==> config.mk <==
export PLATFORM = sky130hd
export DESIGN_NAME = iopc_port
export DESIGN_NICKNAME = d
export VERILOG_FILES = /design/src/rtl/iopc_pkg.sv /design/src/rtl/iopc_drive.sv /design/src/rtl/iopc_port.sv
export SDC_FILE = /design/constraint.sdc
export NUM_CORES = 1
export LEC_CHECK = 0
export ABC_AREA = 1
export BUFFER_PORTS_ARGS = -buffer_cell sky130_fd_sc_hd__buf_2
export CAP_MARGIN = 20
export CELL_PAD_IN_SITES_DETAIL_PLACEMENT = 0
export CELL_PAD_IN_SITES_GLOBAL_PLACEMENT = 1
export CORE_MARGIN = 1.5
export CORE_UTILIZATION = 30
export DETAILED_ROUTE_END_ITERATION = 7
export GPL_TIMING_DRIVEN = 0
export PLACE_DENSITY = 0.71
export SETUP_SLACK_MARGIN = 0.3
export SLEW_MARGIN = 10
export SYNTH_ARGS = -nofsm -noshare
export SYNTH_HDL_FRONTEND = slang
export SYNTH_HIERARCHICAL = 1
export SYNTH_SLANG_ARGS = --single-unit
==> constraint.sdc <==
create_clock -name mclk_in -period 2.15 [get_ports mclk_in]
set_clock_uncertainty 0.05 [all_clocks]
set_input_delay 0.215 -clock mclk_in [delete_from_list [all_inputs] [get_ports mclk_in]]
set_output_delay 0.215 -clock mclk_in [all_outputs]
set_load 0.005 [all_outputs]
==> src/rtl/iopc_pkg.sv <==
// Package: register map, field layout and encodings of the I/O port controller
package iopc_pkg;
   localparam int NPINS = 8;
   localparam int NOE   = 16;
   localparam int AW    = 8;
   localparam int DW    = 8;

   // Port-wide register view
   localparam logic [7:0] A_DM0   = 8'h00;
   localparam logic [7:0] A_DM1   = 8'h01;
   localparam logic [7:0] A_DM2   = 8'h02;
   localparam logic [7:0] A_OUT   = 8'h03;
   localparam logic [7:0] A_LVL   = 8'h04;
   localparam logic [7:0] A_SLW   = 8'h05;
   localparam logic [7:0] A_IBD   = 8'h06;
   localparam logic [7:0] A_BIE   = 8'h07;
   localparam logic [7:0] A_IT0   = 8'h08;
   localparam logic [7:0] A_IT1   = 8'h09;
   localparam logic [7:0] A_IST   = 8'h0A;
   localparam logic [7:0] A_CTL   = 8'h0B;
   localparam logic [7:0] A_REG   = 8'h0C;
   localparam logic [7:0] A_THR   = 8'h0D;
   // Per-pin register view: base + pin index
   localparam logic [7:0] A_PIN   = 8'h10;
   localparam logic [7:0] A_OESEL = 8'h20;

   // Pin-view field positions
   localparam int PF_OUT = 0;
   localparam int PF_LVL = 1;
   localparam int PF_DM0 = 2;
   localparam int PF_SLW = 5;
   localparam int PF_BIE = 6;
   localparam int PF_IBD = 7;

   localparam logic [7:0] ZERO8 = 8'h00;

   typedef enum logic [2:0] {
      DM_ANALOG_HIZ  = 3'b000,
      DM_DIGITAL_HIZ = 3'b001,
      DM_PULL_UP     = 3'b010,
      DM_PULL_DOWN   = 3'b011,
      DM_OD_LOW      = 3'b100,
      DM_OD_HIGH     = 3'b101,
      DM_STRONG      = 3'b110,
      DM_PULL_BOTH   = 3'b111
   } iopc_dm_t;

   typedef enum logic [1:0] {
      IT_OFF  = 2'b00,
      IT_RISE = 2'b01,
      IT_FALL = 2'b10,
      IT_BOTH = 2'b11
   } iopc_it_t;

   typedef enum logic [1:0] {
      TH_HALF_IO  = 2'b00,
      TH_0P4_IO   = 2'b01,
      TH_HALF_REF = 2'b10,
      TH_REF      = 2'b11
   } iopc_thr_t;
endpackage

==> src/rtl/iopc_drive.sv <==
// Per-pin output stage decoder: drive mode and data to driver enables
`timescale 1ns/1ps
`default_nettype none
module iopc_drive
   import iopc_pkg::*;
(
   input  wire logic [2:0] mode_in,
   input  wire logic       data_in,
   input  wire logic       regulated_in,
   output logic            strong_hi_out,
   output logic            strong_lo_out,
   output logic            res_hi_out,
   output logic            res_lo_out
);
   iopc_dm_t m;
   assign m = iopc_dm_t'(mode_in);

   always_comb
   begin
      strong_hi_out = 1'b0;
      strong_lo_out = 1'b0;
      res_hi_out    = 1'b0;
      res_lo_out    = 1'b0;
      unique case (m)
         DM_ANALOG_HIZ, DM_DIGITAL_HIZ:
         begin
         end
         // Regulated special pins fall back to open drain here  [RQ5]
         DM_PULL_UP:
         begin
            res_hi_out    = data_in & ~regulated_in;        // [RQ4]
            strong_lo_out = ~data_in;
         end
         DM_PULL_DOWN:
         begin
            strong_hi_out = data_in;                        // [RQ4]
            res_lo_out    = ~data_in & ~regulated_in;
         end
         DM_OD_LOW:  strong_lo_out = ~data_in;              // [RQ6]
         DM_OD_HIGH: strong_hi_out = data_in;               // [RQ6]
         DM_STRONG:
         begin
            strong_hi_out = data_in;                        // [RQ7]
            strong_lo_out = ~data_in;
         end
         DM_PULL_BOTH:
         begin
            res_hi_out = data_in & ~regulated_in;           // [RQ8] [RQ5]
            res_lo_out = ~data_in & ~regulated_in;
         end
      endcase
   end
endmodule // iopc_drive
`default_nettype wire

==> src/rtl/iopc_port.sv <==
// Eight-pin I/O port controller with drive modes, edge interrupts and special-pin control
//
// Functional notes
// RQ1: After reset all pins analog high-Z, driver off, input buffer off.
// RQ2: Analog high-Z pins present no digital input value; edge detection still samples such pins and can set status and request.
// RQ3: Digital high-Z: driver off, input buffer on.
// RQ4: Pull-up/down modes: resistor for one data value, strong drive for other.
// RQ5: Regulated special pins offer no resistive pull modes.
// RQ6: Open-drain modes float for one value, drive strongly for the other.
// RQ7: Strong mode drives both levels; software avoids using it as input.
// RQ8: Combined resistive mode: pull-up when data high, pull-down when low.
// RQ9: Per-pin register gathers eight configuration bits of one pin.
// RQ10: Port-wide view, bit per pin, shares state with pin view.
// RQ11: Bidirectional: routed enable low gives digital high-Z, high gives drive mode.
// RQ12: Up to 16 output-enable signals, each routable to any pins.
// RQ13: Per-pin slew option, active only in strong and open-drain modes.
// RQ14: Software picks slow edges below 1 MHz, fast up to 33 MHz.
// RQ15: All eight pins feed one port interrupt request line.
// RQ16: Per-pin edge select: off, rising, falling or both.
// RQ17: Configured edge sets pin status bit and raises port request.
// RQ18: Only edge detection; no level-sensitive interrupts.
// RQ19: Port-wide CMOS/LVTTL threshold; per-pin input buffer disable.
// RQ20: Each special pin selects supply or regulated high output level.
// RQ21: Special pins paired per reference; four high-threshold choices.
// RQ22: Software uses high-Z, open-drain low or pull-down for overvoltage tolerance.
// RQ23: Drive mode is a three-bit code, 000 through 111.
// RQ24: Pin level read through a register separate from output latch.
// RQ25: Pins hold configured state through low-power modes until changed or reset.
// RQ26: Edge inputs synchronised; edge found by comparing with previous sample.
//
// The register offsets and the address-and-strobe port are this design's own decisions.
`timescale 1ns/1ps
`default_nettype none
module iopc_port
   import iopc_pkg::*;
#(
   parameter int N_PINS = NPINS,
   parameter int N_OE   = NOE
)
(
   input  wire logic              mclk_in,
   input  wire logic              rst_in,
   input  wire logic [AW-1:0]     addr_in,
   input  wire logic [DW-1:0]     wdata_in,
   input  wire logic              wr_in,
   input  wire logic              rd_in,
   output logic      [DW-1:0]     rdata_out,
   input  wire logic [N_PINS-1:0] pin_in,
   input  wire logic [N_OE-1:0]   aux_oe_in,
   output logic      [N_PINS-1:0] strong_hi_out,
   output logic      [N_PINS-1:0] strong_lo_out,
   output logic      [N_PINS-1:0] res_hi_out,
   output logic      [N_PINS-1:0] res_lo_out,
   output logic      [N_PINS-1:0] slow_edge_out,
   output logic      [N_PINS-1:0] in_buf_en_out,
   output logic                   lvttl_out,
   output logic      [N_PINS-1:0] regulated_out,
   output logic      [N_PINS-1:0] sys_in_out,
   output logic                   irq_out,
   output logic      [7:0]        thr_sel_out
);
   localparam int OSW = $clog2(N_OE);

   // Configuration state; held through low-power modes since only writes and reset change it [RQ25]
   logic [N_PINS-1:0] dm0_q, dm1_q, dm2_q, out_q, slw_q, ibd_q, bie_q, it0_q, it1_q;
   logic [N_PINS-1:0] dm0_d, dm1_d, dm2_d, out_d, slw_d, ibd_d, bie_d, it0_d, it1_d;
   logic [N_PINS-1:0] ist_q, ist_d, reg_q, reg_d;
   logic              lvttl_q, lvttl_d;
   logic [7:0]        thr_q, thr_d;
   logic [OSW-1:0]    oesel_q [N_PINS];
   logic [N_PINS-1:0] sync1_q, sync2_q, prev_q;
   logic [DW-1:0]     rdata_q, rdata_d;

   // Address decode
   wire pin_hit = wr_in && (addr_in[7:4] == A_PIN[7:4]) && (addr_in[3:0] < N_PINS);
   wire sel_hit = wr_in && (addr_in[7:4] == A_OESEL[7:4]) && (addr_in[3:0] < N_PINS);
   wire [3:0] widx = addr_in[3:0];
   wire wr_dm0 = wr_in && (addr_in == A_DM0);
   wire wr_dm1 = wr_in && (addr_in == A_DM1);
   wire wr_dm2 = wr_in && (addr_in == A_DM2);
   wire wr_out = wr_in && (addr_in == A_OUT);
   wire wr_slw = wr_in && (addr_in == A_SLW);
   wire wr_ibd = wr_in && (addr_in == A_IBD);
   wire wr_bie = wr_in && (addr_in == A_BIE);
   wire wr_it0 = wr_in && (addr_in == A_IT0);
   wire wr_it1 = wr_in && (addr_in == A_IT1);
   wire wr_ist = wr_in && (addr_in == A_IST);
   wire wr_ctl = wr_in && (addr_in == A_CTL);
   wire wr_reg = wr_in && (addr_in == A_REG);
   wire wr_thr = wr_in && (addr_in == A_THR);

   logic [N_PINS-1:0] edge_ev;
   logic [N_PINS-1:0] in_en;
   logic [N_PINS-1:0] shi, slo, rhi, rlo, slow_c;
   logic [DW-1:0]     pin_word [N_PINS];

   genvar g;
   generate
      for (g = 0; g < N_PINS; g++)
      begin : g_pin
         wire [2:0] mode_cfg = {dm2_q[g], dm1_q[g], dm0_q[g]};             // [RQ23]
         wire       oe_route = aux_oe_in[oesel_q[g]];                      // [RQ12]
         wire       bidir_in = bie_q[g] && !oe_route;
         wire [2:0] mode_eff = bidir_in ? DM_DIGITAL_HIZ : mode_cfg;       // [RQ11]
         wire       is_strong_od = (mode_eff[2] == 1'b1) && (mode_eff != DM_PULL_BOTH);
         wire       sel_this = pin_hit && (widx == 4'(g));
         wire       sel_oe   = sel_hit && (widx == 4'(g));

         iopc_drive u_drive (
            .mode_in       (mode_eff),
            .data_in       (out_q[g]),
            .regulated_in  (reg_q[g]),
            .strong_hi_out (shi[g]),
            .strong_lo_out (slo[g]),
            .res_hi_out    (rhi[g]),
            .res_lo_out    (rlo[g])
         );

         assign slow_c[g] = slw_q[g] && is_strong_od;                    // [RQ13]
         // Analog high-Z and per-pin disable kill the input buffer [RQ2] [RQ3] [RQ19]
         assign in_en[g] = (mode_eff != DM_ANALOG_HIZ) && !ibd_q[g];

         // Edge from synchronised sample versus previous one [RQ26] [RQ16] [RQ18]
         assign edge_ev[g] = (it0_q[g] && sync2_q[g] && !prev_q[g])
                          || (it1_q[g] && !sync2_q[g] && prev_q[g]);

         assign pin_word[g] = {ibd_q[g], bie_q[g], slw_q[g], dm2_q[g], dm1_q[g], dm0_q[g],
                               sync2_q[g] & in_en[g], out_q[g]};          // [RQ9]

         // Both register views write the same bits [RQ10]
         assign dm0_d[g] = sel_this ? wdata_in[PF_DM0]   : wr_dm0 ? wdata_in[g] : dm0_q[g];
         assign dm1_d[g] = sel_this ? wdata_in[PF_DM0+1] : wr_dm1 ? wdata_in[g] : dm1_q[g];
         assign dm2_d[g] = sel_this ? wdata_in[PF_DM0+2] : wr_dm2 ? wdata_in[g] : dm2_q[g];
         assign out_d[g] = sel_this ? wdata_in[PF_OUT]   : wr_out ? wdata_in[g] : out_q[g];
         assign slw_d[g] = sel_this ? wdata_in[PF_SLW]   : wr_slw ? wdata_in[g] : slw_q[g];
         assign bie_d[g] = sel_this ? wdata_in[PF_BIE]   : wr_bie ? wdata_in[g] : bie_q[g];
         assign ibd_d[g] = sel_this ? wdata_in[PF_IBD]   : wr_ibd ? wdata_in[g] : ibd_q[g];
         assign it0_d[g] = wr_it0 ? wdata_in[g] : it0_q[g];
         assign it1_d[g] = wr_it1 ? wdata_in[g] : it1_q[g];
         assign reg_d[g] = wr_reg ? wdata_in[g] : reg_q[g];                // [RQ20]
         // Write one to clear; a new edge wins over the clear [RQ17]
         assign ist_d[g] = edge_ev[g] || (ist_q[g] && !(wr_ist && wdata_in[g]));

         always_ff @(posedge mclk_in)
         begin
            if (rst_in)
               oesel_q[g] <= '0;
            else if (sel_oe)
               oesel_q[g] <= wdata_in[OSW-1:0];
         end
      end
   endgenerate

   assign lvttl_d = wr_ctl ? wdata_in[0] : lvttl_q;                       // [RQ19]
   assign thr_d   = wr_thr ? wdata_in : thr_q;                            // [RQ21]

   // Read mux; level view separate from output latch [RQ24]
   always_comb
   begin
      rdata_d = ZERO8;
      if (rd_in)
      begin
         if (addr_in[7:4] == A_PIN[7:4] && addr_in[3:0] < N_PINS)
            rdata_d = pin_word[addr_in[2:0]];
         else if (addr_in[7:4] == A_OESEL[7:4] && addr_in[3:0] < N_PINS)
            rdata_d = DW'(oesel_q[addr_in[2:0]]);
         else
         begin
            unique case (addr_in)
               A_DM0:   rdata_d = dm0_q;
               A_DM1:   rdata_d = dm1_q;
               A_DM2:   rdata_d = dm2_q;
               A_OUT:   rdata_d = out_q;
               A_LVL:   rdata_d = sync2_q & in_en;                     // [RQ2]
               A_SLW:   rdata_d = slw_q;
               A_IBD:   rdata_d = ibd_q;
               A_BIE:   rdata_d = bie_q;
               A_IT0:   rdata_d = it0_q;
               A_IT1:   rdata_d = it1_q;
               A_IST:   rdata_d = ist_q;
               A_CTL:   rdata_d = {7'h00, lvttl_q};
               A_REG:   rdata_d = reg_q;
               A_THR:   rdata_d = thr_q;
               default: rdata_d = ZERO8;
            endcase
         end
      end
   end

   // Drive configuration, all cleared to analog high-Z [RQ1]
   always_ff @(posedge mclk_in)
   begin
      if (rst_in)
         {dm0_q, dm1_q, dm2_q, out_q} <= '0;
      else
         {dm0_q, dm1_q, dm2_q, out_q} <= {dm0_d, dm1_d, dm2_d, out_d};
   end

   // Slew, input-buffer disable and bidirectional enable
   always_ff @(posedge mclk_in)
   begin
      if (rst_in)
         {slw_q, ibd_q, bie_q} <= '0;
      else
         {slw_q, ibd_q, bie_q} <= {slw_d, ibd_d, bie_d};
   end

   // Edge selects
   always_ff @(posedge mclk_in)
   begin
      if (rst_in)
         {it0_q, it1_q} <= '0;
      else
         {it0_q, it1_q} <= {it0_d, it1_d};
   end

   // Special-pin levels and port threshold type
   always_ff @(posedge mclk_in)
   begin
      if (rst_in)
         {reg_q, lvttl_q, thr_q} <= '0;
      else
         {reg_q, lvttl_q, thr_q} <= {reg_d, lvttl_d, thr_d};
   end

   // Two-stage synchroniser and previous sample
   always_ff @(posedge mclk_in)
   begin
      if (rst_in)
      begin
         sync1_q <= '0;
         sync2_q <= '0;
         prev_q  <= '0;
      end
      else
      begin
         sync1_q <= pin_in;
         sync2_q <= sync1_q;                  // [RQ26]
         prev_q  <= sync2_q;
      end
   end

   // Per-pin edge status
   always_ff @(posedge mclk_in)
   begin
      if (rst_in)
         ist_q <= '0;
      else
         ist_q <= ist_d;
   end

   // Registered outputs, one short process each
   always_ff @(posedge mclk_in)
   begin
      if (rst_in)
         strong_hi_out <= '0;
      else
         strong_hi_out <= shi;
   end

   always_ff @(posedge mclk_in)
   begin
      if (rst_in)
         strong_lo_out <= '0;
      else
         strong_lo_out <= slo;
   end

   always_ff @(posedge mclk_in)
   begin
      if (rst_in)
         res_hi_out <= '0;
      else
         res_hi_out <= rhi;
   end

   always_ff @(posedge mclk_in)
   begin
      if (rst_in)
         res_lo_out <= '0;
      else
         res_lo_out <= rlo;
   end

   always_ff @(posedge mclk_in)
   begin
      if (rst_in)
         slow_edge_out <= '0;
      else
         slow_edge_out <= slow_c;
   end

   always_ff @(posedge mclk_in)
   begin
      if (rst_in)
         in_buf_en_out <= '0;
      else
         in_buf_en_out <= in_en;
   end

   always_ff @(posedge mclk_in)
   begin
      if (rst_in)
         lvttl_out <= 1'b0;
      else
         lvttl_out <= lvttl_q;
   end

   always_ff @(posedge mclk_in)
   begin
      if (rst_in)
         regulated_out <= '0;
      else
         regulated_out <= reg_q;
   end

   always_ff @(posedge mclk_in)
   begin
      if (rst_in)
         sys_in_out <= '0;
      else
         sys_in_out <= sync2_q & in_en;       // [RQ2]
   end

   always_ff @(posedge mclk_in)
   begin
      if (rst_in)
         irq_out <= 1'b0;
      else
         irq_out <= |ist_d;                   // [RQ15] [RQ17]
   end

   always_ff @(posedge mclk_in)
   begin
      if (rst_in)
         thr_sel_out <= '0;
      else
         thr_sel_out <= thr_q;
   end

   always_ff @(posedge mclk_in)
   begin
      if (rst_in)
         rdata_out <= '0;
      else
         rdata_out <= rdata_d;
   end
endmodule // iopc_port
`default_nettype wire

==> qor.yml <==
drt:
  wl_met1_mm: 24.3
  maxUsedRoutingLayer: "met4"
  dr_wl_met2_mm: 24.0
  wl_per_cell_um: 22.6
  wl_met3_mm: 4.89
  antenna_left: 0
  vias: 13000
  drc_errors: 0
  first_iter_violations: 1223
  wirelength_mm: 55.4
  dr.pass1.iters: 6
  post_drt_via_cell_ratio: 5.32
floorplan:
  dieArea_um2: 41500
  ios: 126
  core_um2: 39700
  start_util_pct: 30.4
  die_h_um: 204
  std_cell_rows: 73
  die_x_um: 204
synthesis:
  yosysWarnings: 6
  synth-main-ff-cell: "dfxtp_1"
  synth_area_leaders: "dfxtp_1 (34%), nand2_1 (9.6%), inv_1 (8.6%)"
  ys_ff_latch: 235
  synth.largest_area_cell: "dfxtp_1"
  syn_nets: 1744
  ys_seq_area_share_pct: 41.6
  async_flop_share_pct: 0
  synth_top_area_share_pct: 33.6
  synthDistinctLibCells: 48
  synth_area_per_cell_um2: 7.11
  syn_inst: 1700
  synth_area_um2: 12100
  synth_edf_count: 32
power_and_ir_drop:
  p_clk_share_pct: 47.9
  pwr-share-comb_pct: 9.0
  switching_share_pct: 25.7
  p_int_mw: 7.87
  finalPower_mw: 10.6
  p_switching_mw: 2.72
  p_leak_nw: 7.00
  seqPwrFrac_pct: 43.1
  ir_drop_mv: 0.572
  power.density_nw_per_um2: 649
place:
  dp_cells: 2347
  portBuffers: 122
  hpwlAfterDp_mm: 42.3
  place_area_um2: 13300
  gp_congestion: 0.998
critical_path:
  cp-end-kind: "flop"
  worstSetupPathType: "flop to flop"
  path_delay_family: "simple AND/OR/NAND/NOR gates"
  worstPathRequired_ps: 2580
  crit_arrival_ps: 2540
  cp_slowest_cell: "edfxtp_1"
  critPathLaunchType: "flop"
  cp_max_fo: 5
  cpMostUsedCell: "nand3_4"
  worstPathCellList: "buf_6 -> o211ai_1 -> nand3_2 -> nand3_4 -> nand3_4 -> nand3_4 -> nand4_1 -> nand2_1 -> nor2_1 -> nand2_1 -> nand3_2 -> a21oi_2"
  crit_buf_inv: 1
  cp_slowest_stage_delay_ps: 420
cells_and_area:
  seq_area_um2: 5020
  multi_input_area_um2: 6850
  largest_reg_flops: 32
  postLayoutCellArea_um2: 16300
  largest_register: "oesel_q"
  drive_gt1_share_pct: 28.6
  fin_cells: 2445
  syn_to_final_growth_pct: 35.1
  fillers: 4138
  fin_nets: 1943
  antennaDiodeCount: 0
sta:
  rsz0062_at_grt: "yes"
  setup_viol: 0
  relSlewSlack_pct: 25.8
  max_freq_mhz: 473
  hold_viol: 0
  drv_slew: 0
  fin_crit_sh_pct: 98.4
  worst_pin_slew_ps: 1110
  layout_min_cycle_time_ps: 2120
  tns_ps: 0
clocking:
  htreeDepth: 1
  ctsLongestPathBuffers: 3
  cts_tree: "built"
  cts_sinks: 235
  cts_buffers: 27
  clk_pin_slew_worst_paths_ps: 60
  clk_latency_ps: 560
  cts_root_buf: "clkbuf_16"
global_routing:
  antenna_found_initial: 0
  grt_use_total_pct: 26.0
  grt_pass1_vias: 12200
  grt_pass1_wl_mm: 79.5
  overflow: 0
  grt_max_degree: 15
status:
  status: "complete, no violations"
min_path:
  min_path_type: "primary input to flop"
job:
  drv_cap: 0
-- final timing paths --
kind / from / endpoint / slack, ps / cells after the start
hold / removal: rst_in / slow_edge_out[7]$_SDFF_PP0_ / 30 / 2
hold reg to reg: sync1_q[2]$_SDFF_PP0_ / sync2_q[2]$_SDFF_PP0_ / 360 / 2
setup reg to reg: oesel_q[7][0]$_SDFFCE_PN0P_ / rdata_out[1]$_SDFF_PP0_ / 30 / 12
setup / recovery: oesel_q[7][0]$_SDFFCE_PN0P_ / rdata_out[1]$_SDFF_PP0_ / 30 / 12
-- worst reg2reg max path: cells and delay by family (launching register included) --
family / cells / cell delay (ps)
DFF: 1 / 420
buffers and inverters: 1 / 170
and+or+nand+nor: 9 / 1060
AOI/OAI and AO/OA: 2 / 340
-- through the flow --
step	util (%)	setup WS, ps	hold slack (ps)
2_1_floorplan	-	337	272
3_3_place_gp	33.6	-580	347
3_5_place_dp	33.6	-559	347
4_1_cts	38.2	113	30.4
5_1_grt	41.1	-46.6	37.7
6_report	41.1	34.9	34.0
-- final cells by class --
type	count	area share (%)
buffer	69	2.69
clock buffer	35	4.83
clock inverter	15	1.26
inverter	305	7.86
multi-input combinational	1090	42.0
sequential	235	30.8
tap	525	4.02
timing repair buffer	171	6.60
-- power by group through the flow --
stage	Clock [mW]	Combinational (mW)	Sequential [mW]
after floorplan	0	0.435	4.63
after global placement	0	0.748	4.65
after detailed placement	0	0.750	4.65
after CTS	5.15	0.840	4.55
after global routing	5.31	1.01	4.57
final	5.08	0.952	4.56
-- cell families after synthesis --
group	share of synthesized area [%]
AND/OR/NAND/NOR	28.1
buffers and inverters	12.5
AO/OA/AOI/OAI	17.8
flip-flops	41.6
-- what timing repair did --
item / in CTS / in global routing
buffers inserted: 14 / 14
endpoints found under the setup margin: 120 / 108
resized for setup: 153 / 267
cloned: 2 / 5
hold buffers: 14 / 0
hold endpoints to repair: 20 / 0
pin swaps: 38 / 86
-- placed cells by master (no fill, tap or decap), drive strengths merged, types with 2 or more instances in the layout --
master	n
a31oi	15
o2111ai	6
edfxtp	32
a32o	2
nand3	160
clkinv	13
nand2	329
clkbuf	68
a221oi	11
o311ai	5
dlygate4sd3	14
a21oi	69
dfxtp	203
o311a	5
a311oi	8
o221ai	32
o22ai	41
o21ai	78
nor3	28
buf	193
a2111oi	7
a211oi	4
inv	300
o211ai	35
a22oi	5
nor2	219
o211a	2
nor4	6
clkinvlp	3
nand4	19
o21bai	2
bufinv	4
-- synthesized netlist by cell type (all sizes together) (7+ instances only) --
library cell	instances
a2111oi	7
a21oi	69
a221oi	11
a311oi	8
a31oi	15
buf	36
clkbuf	34
dfxtp	203
edfxtp	32
inv	299
nand2	329
nand3	160
nand4	19
nor2	219
nor3	28
o211ai	35
o21ai	78
o221ai	32
o22ai	41
-- per-layer routing --
layer	up-vias	track usage [%]
li1	6058	-
met1	6257	35.4
met2	582	39.7
met3	108	6.22
met4	0	9.31
met5	-	0
Power figures use the tool's default switching activity.
